File: src/rtl/ascp_defines.svh
/*
 shared constants for the serial converter power and mode control block.
 assumes it is included by its bare name from every design file that needs a count or a code.
*/
`ifndef ASCP_DEFINES_SVH
`define ASCP_DEFINES_SVH

// frame shape
`define ASCP_FRAME_BITS 16
`define ASCP_LEAD_ZEROS 4
`define ASCP_CNT_W 5
// falling-edge counts that decide the power state at the select rise
`define ASCP_PD_LOW_EDGE 2
`define ASCP_PD_HIGH_EDGE 10
// track returns after this many falling edges in a normal conversion
`define ASCP_TRACK_EDGE 13
// power-up time in nanoseconds and the clock period
`define ASCP_PWRUP_NS 1000
`define ASCP_CLK_NS 5
`define ASCP_PWRUP_CYC ((`ASCP_PWRUP_NS + `ASCP_CLK_NS - 1) / `ASCP_CLK_NS)
`define ASCP_PWR_CNT_W 8
`define ASCP_RESULT_W 12

`endif

File: src/rtl/ascp_pkg.sv
/*
 types for the serial converter power and mode control block.
 assumes nothing beyond a SystemVerilog compiler.
*/
package ascp_pkg;
   // power state of the converter core, one-hot
   typedef enum logic [2:0] {
      ASCP_NORMAL = 3'h1,
      ASCP_POWERDOWN = 3'h2,
      ASCP_POWERUP = 3'h4
   } ascp_pwr_t;
endpackage

File: src/rtl/ascp_link_if.sv
/*
 interface carrying the synchronised link events from the pin sampler to the control core.
 assumes both ends run on ref_clk.
*/
`timescale 1ns/100ps
interface ascp_link_if;
   logic selFall; // select went low, one-cycle pulse
   logic selRise; // select went high, one-cycle pulse
   logic selLow; // synchronised select level is low
   logic sclkFall; // serial clock falling edge, one-cycle pulse
   logic sclkRise; // serial clock rising edge, one-cycle pulse
   modport sampler (output selFall, selRise, selLow, sclkFall, sclkRise);
   modport core (input selFall, selRise, selLow, sclkFall, sclkRise);
endinterface

File: src/rtl/ascp_ctrl.sv
/*
 power and mode control of a serial successive-approximation converter: frame
 counting, power state choice at select rise, track/hold and serial result output.
 assumes chip-select and serial clock come from the host on pins, asynchronous to
 ref_clk and at least four ref_clk cycles per level; the result word comes from the
 analog core and is stable when taken at select fall.
*/
// Notes on behaviour
// - sample input, start conversion on select fall
// - rise after tenth edge aborts, stays powered
// - rise between edges two and ten powers down
// - analog circuitry off during power-down
// - rise before second edge keeps normal mode
// - dummy conversion powers up past tenth edge
// - fully powered after sixteen clocks of dummy
// - early rise during power-up returns power-down
// - power-up time one microsecond suffices
// - dummy: track resumes on first clock edge after fall
// - track-and-hold starts in track at power-up
// - frame is four zeros then result MSB-first
// - select fall holds sample, drives result line
// - each falling clock edge shifts next bit
`timescale 1ns/100ps
`include "ascp_defines.svh"
module ascp_ctrl
   import ascp_pkg::*;
#(
   parameter int RESULT_W = `ASCP_RESULT_W // 12 or 10; 10 gets two trailing zeros
) (
   input wire logic ref_clk,
   input wire logic reset,
   input wire logic chipSelN, // host select pin, active low
   input wire logic serialClk, // host serial clock pin
   input wire logic [RESULT_W-1:0] convResult, // result from the analog core
   output logic serialResultOut, // serial_result_line data
   output logic serialResultOe, // high while the result line is driven
   output logic analogPowerOn, // analog circuitry enable
   output logic trackMode, // high = track, low = hold
   output logic sampleStrobe, // one-cycle pulse: sample input, start conversion
   output logic powerReady, // analog core fully powered
   output logic [2:0] powerState // current power state code
);
   localparam int CW = `ASCP_CNT_W;
   localparam int PW = `ASCP_PWR_CNT_W;
   localparam logic [CW-1:0] FRAME = CW'(`ASCP_FRAME_BITS);
   localparam logic [CW-1:0] PD_LO = CW'(`ASCP_PD_LOW_EDGE);
   localparam logic [CW-1:0] PD_HI = CW'(`ASCP_PD_HIGH_EDGE);
   localparam logic [CW-1:0] TRK = CW'(`ASCP_TRACK_EDGE);
   localparam logic [PW-1:0] PWRUP_CYC = PW'(`ASCP_PWRUP_CYC);
   // the power-up count is in clock cycles, so a faster clock needs a wider
   // counter: the width in the header must grow with it

   // pin events reach this clock only through the sampler below
   ascp_link_if link (); // synchronised events

   // pin sampler: two flops per pin, then edge finding
   ascp_pin_sync u_sync (
      .ref_clk(ref_clk),
      .reset(reset),
      .chipSelN(chipSelN),
      .serialClk(serialClk),
      .link(link)
   );

   ascp_pwr_t pwr_ff, nxt_pwr; // power state
   logic [CW-1:0] edges_ff, nxt_edges; // falling edges since select fall
   logic active_ff, nxt_active; // frame in progress
   logic [`ASCP_FRAME_BITS-1:0] shift_ff, nxt_shift; // outgoing frame word
   logic oe_ff, nxt_oe; // result line driven
   logic track_ff, nxt_track; // track-and-hold state
   logic sample_ff, nxt_sample; // sample strobe
   logic dummy_ff, nxt_dummy; // current frame is a power-up attempt
   logic [PW-1:0] pwrCnt_ff, nxt_pwrCnt; // power-up settling count
   logic ready_ff, nxt_ready; // core settled

   // frame word: leading zeros, result MSB first, zero padding after
   // the result is widened and shifted up, so a 12-bit result needs no
   // zero-width padding field, which some front ends refuse
   localparam int FW = `ASCP_FRAME_BITS; // frame length
   localparam int PAD = `ASCP_FRAME_BITS - `ASCP_LEAD_ZEROS - RESULT_W; // trailing zeros
   logic [`ASCP_FRAME_BITS-1:0] frameWord;
   assign frameWord = FW'(convResult) << PAD;

   // next-state logic for the whole control core
   // priority within one cycle: a select fall opens a frame, a select rise
   // closes it, and only inside an open frame are serial clock edges counted;
   // the pins hold each level for several cycles, so two of these never meet
   always_comb begin
      nxt_pwr = pwr_ff;
      nxt_edges = edges_ff;
      nxt_active = active_ff;
      nxt_shift = shift_ff;
      nxt_oe = oe_ff;
      nxt_track = track_ff;
      nxt_sample = 1'b0;
      nxt_dummy = dummy_ff;
      nxt_pwrCnt = pwrCnt_ff;
      nxt_ready = ready_ff;
      if (link.selFall) begin
         // new frame: hold the sample and drive the line
         nxt_active = 1'b1;
         nxt_edges = '0;
         nxt_shift = frameWord; // first leading zero appears now
         nxt_oe = 1'b1;
         nxt_track = 1'b0;
         nxt_sample = (pwr_ff == ASCP_NORMAL);
         nxt_dummy = (pwr_ff == ASCP_POWERDOWN);
         if (pwr_ff == ASCP_POWERDOWN) begin
            nxt_pwr = ASCP_POWERUP;
            nxt_pwrCnt = '0;
            nxt_ready = 1'b0;
         end
      end else if (link.selRise && active_ff) begin
         // decide the power state from the edge count
         nxt_active = 1'b0;
         nxt_oe = 1'b0;
         nxt_track = 1'b1;
         unique case (pwr_ff)
            ASCP_NORMAL: begin
               if (edges_ff >= PD_LO && edges_ff < PD_HI) begin
                  nxt_pwr = ASCP_POWERDOWN;
                  nxt_track = 1'b0; // held while down
                  nxt_ready = 1'b0; // core no longer settled
               end // else stays normal
            end
            ASCP_POWERUP: begin
               if (edges_ff < PD_HI) begin
                  nxt_pwr = ASCP_POWERDOWN;
                  nxt_track = 1'b0;
                  nxt_ready = 1'b0;
               end else begin
                  nxt_pwr = ASCP_NORMAL;
               end
            end
            ASCP_POWERDOWN: nxt_pwr = ASCP_POWERDOWN;
         endcase
      end else if (active_ff) begin
         // dummy cycle: track resumes on first clock edge of either kind
         if (dummy_ff && (link.sclkFall || link.sclkRise) && edges_ff == '0) begin
            nxt_track = 1'b1;
         end
         if (link.sclkFall && edges_ff < FRAME) begin
            nxt_edges = edges_ff + CW'(1);
            nxt_shift = {shift_ff[`ASCP_FRAME_BITS-2:0], 1'b0};
            if (edges_ff + CW'(1) == FRAME) begin
               nxt_oe = 1'b0; // line released on the last falling edge
               if (pwr_ff == ASCP_POWERUP) begin
                  nxt_pwr = ASCP_NORMAL;
                  nxt_ready = 1'b1;
               end
            end
         end
         // normal conversion: track again on the rise after edge thirteen
         if (!dummy_ff && link.sclkRise && edges_ff >= TRK) begin
            nxt_track = 1'b1;
         end
      end
      // settling timer, a fast dummy cycle can end before it runs out
      // the timer alone does not decide the state: a host that clocks fast may
      // finish sixteen edges before it runs out, and then the edge count wins
      if (pwr_ff == ASCP_POWERUP && !link.selFall && pwrCnt_ff != PWRUP_CYC) begin
         nxt_pwrCnt = pwrCnt_ff + PW'(1);
      end else if (pwr_ff == ASCP_POWERUP && pwrCnt_ff == PWRUP_CYC && nxt_pwr != ASCP_POWERDOWN) begin
         // an abort in this same cycle wins over the timer
         nxt_ready = 1'b1;
      end
      if (nxt_pwr == ASCP_NORMAL && pwr_ff == ASCP_POWERUP) begin
         nxt_ready = 1'b1;
      end
   end

   // registers; reset stands for supply application: normal, tracking
   // a real part may wake in either mode; starting in normal is the case in
   // which a host that skips the dummy cycle still finds the input tracking
   always_ff @(posedge ref_clk) begin
      if (reset) begin
         pwr_ff <= ASCP_NORMAL;
         edges_ff <= '0;
         active_ff <= 1'b0;
         shift_ff <= '0;
         oe_ff <= 1'b0;
         track_ff <= 1'b1;
         sample_ff <= 1'b0;
         dummy_ff <= 1'b0;
         pwrCnt_ff <= '0;
         ready_ff <= 1'b1;
      end else begin
         pwr_ff <= nxt_pwr;
         edges_ff <= nxt_edges;
         active_ff <= nxt_active;
         shift_ff <= nxt_shift;
         oe_ff <= nxt_oe;
         track_ff <= nxt_track;
         sample_ff <= nxt_sample;
         dummy_ff <= nxt_dummy;
         pwrCnt_ff <= nxt_pwrCnt;
         ready_ff <= nxt_ready;
      end
   end

   // outputs; analog power off only in power-down
   // power-up keeps the core on so that settling can proceed
   assign serialResultOut = shift_ff[`ASCP_FRAME_BITS-1];
   assign serialResultOe = oe_ff;
   assign analogPowerOn = (pwr_ff != ASCP_POWERDOWN);
   assign trackMode = track_ff;
   assign sampleStrobe = sample_ff;
   assign powerReady = ready_ff;
   assign powerState = pwr_ff;

   // checks
   // each one watches what the core drives; the pin events are its inputs
   powerdown_entry_a: assert property (@(posedge ref_clk) disable iff (reset)
      (link.selRise && active_ff && pwr_ff == ASCP_NORMAL && edges_ff >= PD_LO && edges_ff < PD_HI)
      |=> (pwr_ff == ASCP_POWERDOWN && !serialResultOe))
      else $error("select rise in window did not power down");
   glitch_ignore_a: assert property (@(posedge ref_clk) disable iff (reset)
      (link.selRise && active_ff && pwr_ff == ASCP_NORMAL && edges_ff < PD_LO) |=> pwr_ff == ASCP_NORMAL)
      else $error("early select rise changed mode");
   late_abort_a: assert property (@(posedge ref_clk) disable iff (reset)
      (link.selRise && active_ff && pwr_ff == ASCP_NORMAL && edges_ff >= PD_HI)
      |=> (pwr_ff == ASCP_NORMAL && !serialResultOe))
      else $error("late rise did not abort while powered");
   analog_off_a: assert property (@(posedge ref_clk) disable iff (reset)
      pwr_ff == ASCP_POWERDOWN |-> (!analogPowerOn && !trackMode))
      else $error("analog active in power-down");
   powerup_abort_a: assert property (@(posedge ref_clk) disable iff (reset)
      (link.selRise && active_ff && pwr_ff == ASCP_POWERUP && edges_ff < PD_HI) |=> pwr_ff == ASCP_POWERDOWN)
      else $error("short dummy did not return to power-down");
   wake_start_a: assert property (@(posedge ref_clk) disable iff (reset)
      (link.selFall && pwr_ff == ASCP_POWERDOWN) |=> (pwr_ff == ASCP_POWERUP && analogPowerOn))
      else $error("select fall did not start power-up");
   sample_hold_a: assert property (@(posedge ref_clk) disable iff (reset)
      link.selFall |=> (serialResultOe && !trackMode && !serialResultOut))
      else $error("select fall did not hold and drive");
   sample_start_a: assert property (@(posedge ref_clk) disable iff (reset)
      (link.selFall && pwr_ff == ASCP_NORMAL) |=> sampleStrobe ##1 !sampleStrobe)
      else $error("no single sample strobe");
   shift_step_a: assert property (@(posedge ref_clk) disable iff (reset)
      (active_ff && link.sclkFall && !link.selRise && edges_ff < FRAME - CW'(1))
      |=> serialResultOut == $past(shift_ff[`ASCP_FRAME_BITS-2]))
      else $error("result bit did not advance");
   powerup_done_a: assert property (@(posedge ref_clk) disable iff (reset)
      (pwr_ff == ASCP_POWERUP && active_ff && link.sclkFall && !link.selRise && edges_ff == FRAME - CW'(1))
      |=> (pwr_ff == ASCP_NORMAL && powerReady))
      else $error("not powered after sixteen clocks");
   track_resume_a: assert property (@(posedge ref_clk) disable iff (reset)
      (dummy_ff && active_ff && !link.selRise && (link.sclkFall || link.sclkRise) && edges_ff == '0) |=> trackMode)
      else $error("track not resumed in dummy");
   settle_time_a: assert property (@(posedge ref_clk) disable iff (reset)
      (pwr_ff == ASCP_POWERUP && pwrCnt_ff == PWRUP_CYC && !link.selRise) |=> powerReady)
      else $error("not ready after power-up time");

   // frame shape, counting and the result line
   frame_load_a: assert property (@(posedge ref_clk) disable iff (reset)
      link.selFall
      |=> shift_ff == $past(frameWord))
      else $error("frame word not loaded at select fall");
   edge_count_a: assert property (@(posedge ref_clk) disable iff (reset)
      (active_ff && link.sclkFall && !link.selRise && edges_ff < FRAME)
      |=> edges_ff == $past(edges_ff) + CW'(1))
      else $error("falling edge not counted");
   last_release_a: assert property (@(posedge ref_clk) disable iff (reset)
      (active_ff && link.sclkFall && !link.selRise && edges_ff == FRAME - CW'(1))
      |=> !serialResultOe)
      else $error("result line still driven after the last bit");
   idle_release_a: assert property (@(posedge ref_clk) disable iff (reset)
      !active_ff
      |-> !serialResultOe)
      else $error("result line driven outside a frame");

   // conversion start and track-and-hold
   strobe_normal_a: assert property (@(posedge ref_clk) disable iff (reset)
      sampleStrobe
      |-> $past(link.selFall && pwr_ff == ASCP_NORMAL))
      else $error("sample strobe outside a normal select fall");
   dummy_quiet_a: assert property (@(posedge ref_clk) disable iff (reset)
      (link.selFall && pwr_ff != ASCP_NORMAL)
      |=> !sampleStrobe)
      else $error("dummy frame started a conversion");
   hold_convert_a: assert property (@(posedge ref_clk) disable iff (reset)
      (active_ff && !dummy_ff && edges_ff < TRK)
      |-> !trackMode)
      else $error("track resumed before the conversion ended");

   // power bookkeeping
   ready_down_a: assert property (@(posedge ref_clk) disable iff (reset)
      pwr_ff == ASCP_POWERDOWN
      |-> !powerReady)
      else $error("core reported settled while powered down");
   wake_keep_a: assert property (@(posedge ref_clk) disable iff (reset)
      (link.selRise && active_ff && pwr_ff == ASCP_POWERUP && edges_ff >= PD_HI)
      |=> (pwr_ff == ASCP_NORMAL && powerReady))
      else $error("long dummy did not leave power-down");
endmodule // ascp_ctrl

File: src/rtl/ascp_pin_sync.sv
/*
 two-flop synchronisers and edge finders for chip-select and serial clock.
 assumes the pins are asynchronous to ref_clk and far slower than it.
*/
`timescale 1ns/100ps
module ascp_pin_sync (
   input wire logic ref_clk,
   input wire logic reset,
   input wire logic chipSelN,
   input wire logic serialClk,
   ascp_link_if.sampler link
);
   logic [1:0] syncA_ff, nxt_syncA; // first stage, read only by the second
   logic [1:0] syncB_ff, nxt_syncB; // second stage
   logic [1:0] prev_ff, nxt_prev; // delayed copy for edge detection

   // next values: bit 1 select, bit 0 clock
   always_comb begin
      nxt_syncA = {chipSelN, serialClk};
      nxt_syncB = syncA_ff;
      nxt_prev = syncB_ff;
   end

   // register; reset as idle: select high, clock high
   always_ff @(posedge ref_clk) begin
      if (reset) begin
         syncA_ff <= 2'h3;
         syncB_ff <= 2'h3;
         prev_ff <= 2'h3;
      end else begin
         syncA_ff <= nxt_syncA;
         syncB_ff <= nxt_syncB;
         prev_ff <= nxt_prev;
      end
   end

   // edges found only from second stage onward
   assign link.selFall = prev_ff[1] & ~syncB_ff[1];
   assign link.selRise = ~prev_ff[1] & syncB_ff[1];
   assign link.selLow = ~syncB_ff[1];
   assign link.sclkFall = prev_ff[0] & ~syncB_ff[0];
   assign link.sclkRise = ~prev_ff[0] & syncB_ff[0];
endmodule // ascp_pin_sync

File: config.mk
export PLATFORM = sky130hd
export DESIGN_NAME = ascp_ctrl
export DESIGN_NICKNAME = d
export VERILOG_FILES = /design/src/rtl/ascp_pkg.sv /design/src/rtl/ascp_link_if.sv /design/src/rtl/ascp_ctrl.sv /design/src/rtl/ascp_pin_sync.sv
export VERILOG_INCLUDE_DIRS = /design/src /design/src/rtl
export SDC_FILE = /design/constraint.sdc
export NUM_CORES = 1
export LEC_CHECK = 0
export BUFFER_PORTS_ARGS = -buffer_cell sky130_fd_sc_hd__buf_2
export CORE_UTILIZATION = 57
export CTS_CLUSTER_DIAMETER = 120
export CTS_CLUSTER_SIZE = 30
export DETAILED_ROUTE_END_ITERATION = 7
export PLACE_DENSITY = 0.78
export SKIP_CTS_REPAIR_TIMING = 1
export SYNTH_ARGS = -nofsm -noshare
export SYNTH_HDL_FRONTEND = slang
export SYNTH_SLANG_ARGS = --single-unit
File: constraint.sdc
create_clock -name ref_clk -period 2.6 [get_ports ref_clk]
set_input_delay 0.13 -clock ref_clk [delete_from_list [all_inputs] [get_ports ref_clk]]
set_output_delay 0.13 -clock ref_clk [all_outputs]
set_load 0.02 [all_outputs]
==> flow_summary_export.csv <==
group,metric,value,unit
status,outcome,"finished, final reports clean",
critical_path,cpLargestDelayFamily,"simple AND/OR/NAND/NOR gates",
grt,grt_max_degree,36,
floorplanning,initial_utilization,0.621,
critical_path,crit_fanout,8,
layout,multi_input_area,0.00116,sq mm
timing,tightest_slew,677,ps
timing,post-route-min-period,2050,ps
timing,fin_tns_setup,0,ps
route,num_vias,1859,
route,dr.pass1.iters,4,
pwr,p_per_area,549,mW/mm^2
pwr,p_leak,0.916,nW
place,detailed_place_hpwl,2.86,mm
critical_path,cp.arrival,2230,ps
clock_tree,cts_buffers,5,
clock_tree,clockBufferDepth,2,
timing,hold_violations,0,
yosys,synth-main-ff-cell,"dfxtp_1",
place,placed_cells,315,
critical_path,critPathKind,"reg -> reg",
critical_path,critPathBufInv,1,
grt,antenna_found_initial,0,
route,detail_route.wl_per_cell,13.5,um
route,drt_wl_total,4.36,mm
yosys,synthArstFlopShare,0,
timing,finalCritPeriodShare,0.788,
yosys,yosysTopAreaCell,"dfxtp_1",
pwr,ir_worst_vdd,0.000339,V
yosys,synthDistinctLibCells,53,
layout,syn_to_final_growth,10.5,%
grt,grt_overflow,0,
timing,whs,9.88,ps
yosys,ys_ff_latch,44,
timing,fmax,488,MHz
layout,regArea,881,sq um
timing,drv_slew,0,
route,via_per_inst,5.76,
timing,relSlewSlack,0.546,
floorplanning,die_w,63.5,um
critical_path,worstSetupStartpointType,"flop",
layout,final_cells,323,
yosys,synth_top_cell_area_share,0.409,
floorplanning,dieArea,0.00403,sq mm
critical_path,crit_path_top_delay_cell,"dfxtp_1",
min_path,min-delay-path-class,"in -> reg",
critical_path,rrSetupSlack,550,ps
grt,grt_pass1_vias,1716,
layout,drive_gt1_frac,0.188,
route,drc,0,
critical_path,critPathMaxStageDelay,490,ps
critical_path,crit_chain,"inv_1 > ha_1 > nor4_1 > or3_1 > a31o_1 > a32o_1 > o41ai_2",
job,drv_cap,0,
critical_path,crit_path_end_kind,"flop",
yosys,syn_nets,284,
layout,fillers,297,
yosys,synth_enable_flop_cells,0,
critical_path,cp.required,2780,ps
yosys,syn_area,0.00215,sq mm
route,ant_nets,0,
place,place.gp.congestion,0.892,
yosys,avgSynthCellArea,8.31,sq um
floorplanning,ios,25,
timing,setup_violations,0,
clock_tree,path_clk_slew,80,ps
yosys,synth_seq_area_share,0.409,
yosys,ys_top_cells_by_count,"44 x dfxtp_1, 44 x nand2_1, 30 x nor2_1, 16 x a21oi_1, 11 x a311oi_1",
yosys,yosys_warnings,0,
grt,grt_pass1_wl,7.54,mm
grt,grt_usage,0.235,
timing,skew,5.52,ps
clock_tree,tritoncts,"yes",
clock_tree,clock_latency,300,ps
layout,nets,301,
floorplanning,coreArea,0.00347,sq mm
yosys,synthCells,259,
floorplanning,die_h,63.5,um
pwr,total_power,1.31,mW
clock_tree,root_buffer,"clkbuf_8",
yosys,synth_top_cells_by_area,"dfxtp_1 41%, nand2_1 7.7%, ha_1 5.2%",
place,io_buffers,24,
clock_tree,clock_sinks,44,
layout,n_antenna_cell,0,
floorplanning,rows,21,
timing,rsz0062_at_grt,"no",
route,drtIter0Drc,140,
clock_tree,htree_levels,2,
## through the flow
stage	util	cell area (sq um)	worst slack [ps]
2_1_floorplan	-	2150	673
3_3_place_gp	0.654	2270	713
3_5_place_dp	0.654	2270	607
4_1_cts	0.686	2380	566
5_1_grt	0.686	2380	447
6_report	0.686	2380	551
## registers in the layout (all words and copies together) (netlist names), 2 cells and up
signal,flops
shift_ff,16
pwrCnt_ff,8
edges_ff,5
powerState,3
u_sync.nxt_prev,2
u_sync.nxt_syncB,2
u_sync.prev_ff,2
## cell families after synthesis
group | after synthesis | share of synthesized area
simple gates | 121 | 0.277
compound gates | 55 | 0.185
flops | 44 | 0.409
buf+inv | 25 | 0.0535
fa+ha+maj | 9 | 0.0523
xor+xnor | 3 | 0.0122
mux | 2 | 0.0105
## worst paths after layout
kind,start,to,cells after the start
hold reg to reg,u_sync.nxt_syncB[1],u_sync.nxt_prev[1],1
setup / recovery,edges_ff[0],powerReady,7
setup reg to reg,edges_ff[0],powerReady,7
hold / removal,serialClk,u_sync.nxt_syncB[0],2
## cell type report
cell class / instances / share of cell area
flip-flops and latches: 44 / 0.370
well taps: 46 / 0.0242
repair buffers: 27 / 0.0599
clock inverters: 3 / 0.0179
clock buffers: 5 / 0.0289
inverters: 8 / 0.0126
multi-input cells: 190 / 0.486
## power breakdown
part / total [mW] / switching [mW] / internal [mW]
combinational: 0.0799 / 0.0454 / 0.0345
sequential: 0.707 / 0.0150 / 0.692
clock: 0.520 / 0.236 / 0.284
## layout by cell type, fill, tap and decap left out, types with 2 or more instances in the layout
master / n
a21oi_1: 16
a22oi_1: 2
a311oi_1: 11
a31o_2: 2
a31oi_1: 4
and3_1: 2
buf_2: 24
buf_4: 3
clkbuf_8: 5
dfxtp_1: 44
ha_1: 9
inv_1: 8
mux2_1: 2
nand2_1: 44
nand2b_1: 3
nand3_1: 7
nand3b_1: 3
nand4_1: 4
nand4b_1: 2
nor2_1: 30
nor2b_1: 2
nor3_1: 2
nor4_1: 3
o21ai_0: 8
or2_2: 7
xor2_1: 2
## layer usage
layer  vias up  global-route usage  routed length (um)  part of all wire
li1        945                   -                   -                 -
met1       858               0.293                1990              0.46
met2        48               0.390                2100              0.48
met3         8              0.0453                 211             0.048
met4         0               0.102                  69             0.016
met5         -                   0                   0                 0
## worst reg2reg max path: stages (launching register included)
cell	delay, ps
dfxtp_1	490
inv_1	110
ha_1	200
nor4_1	480
or3_1	230
a31o_1	170
a32o_1	180
o41ai_2	60
No activity file was read; power rests on OpenSTA's default activity.
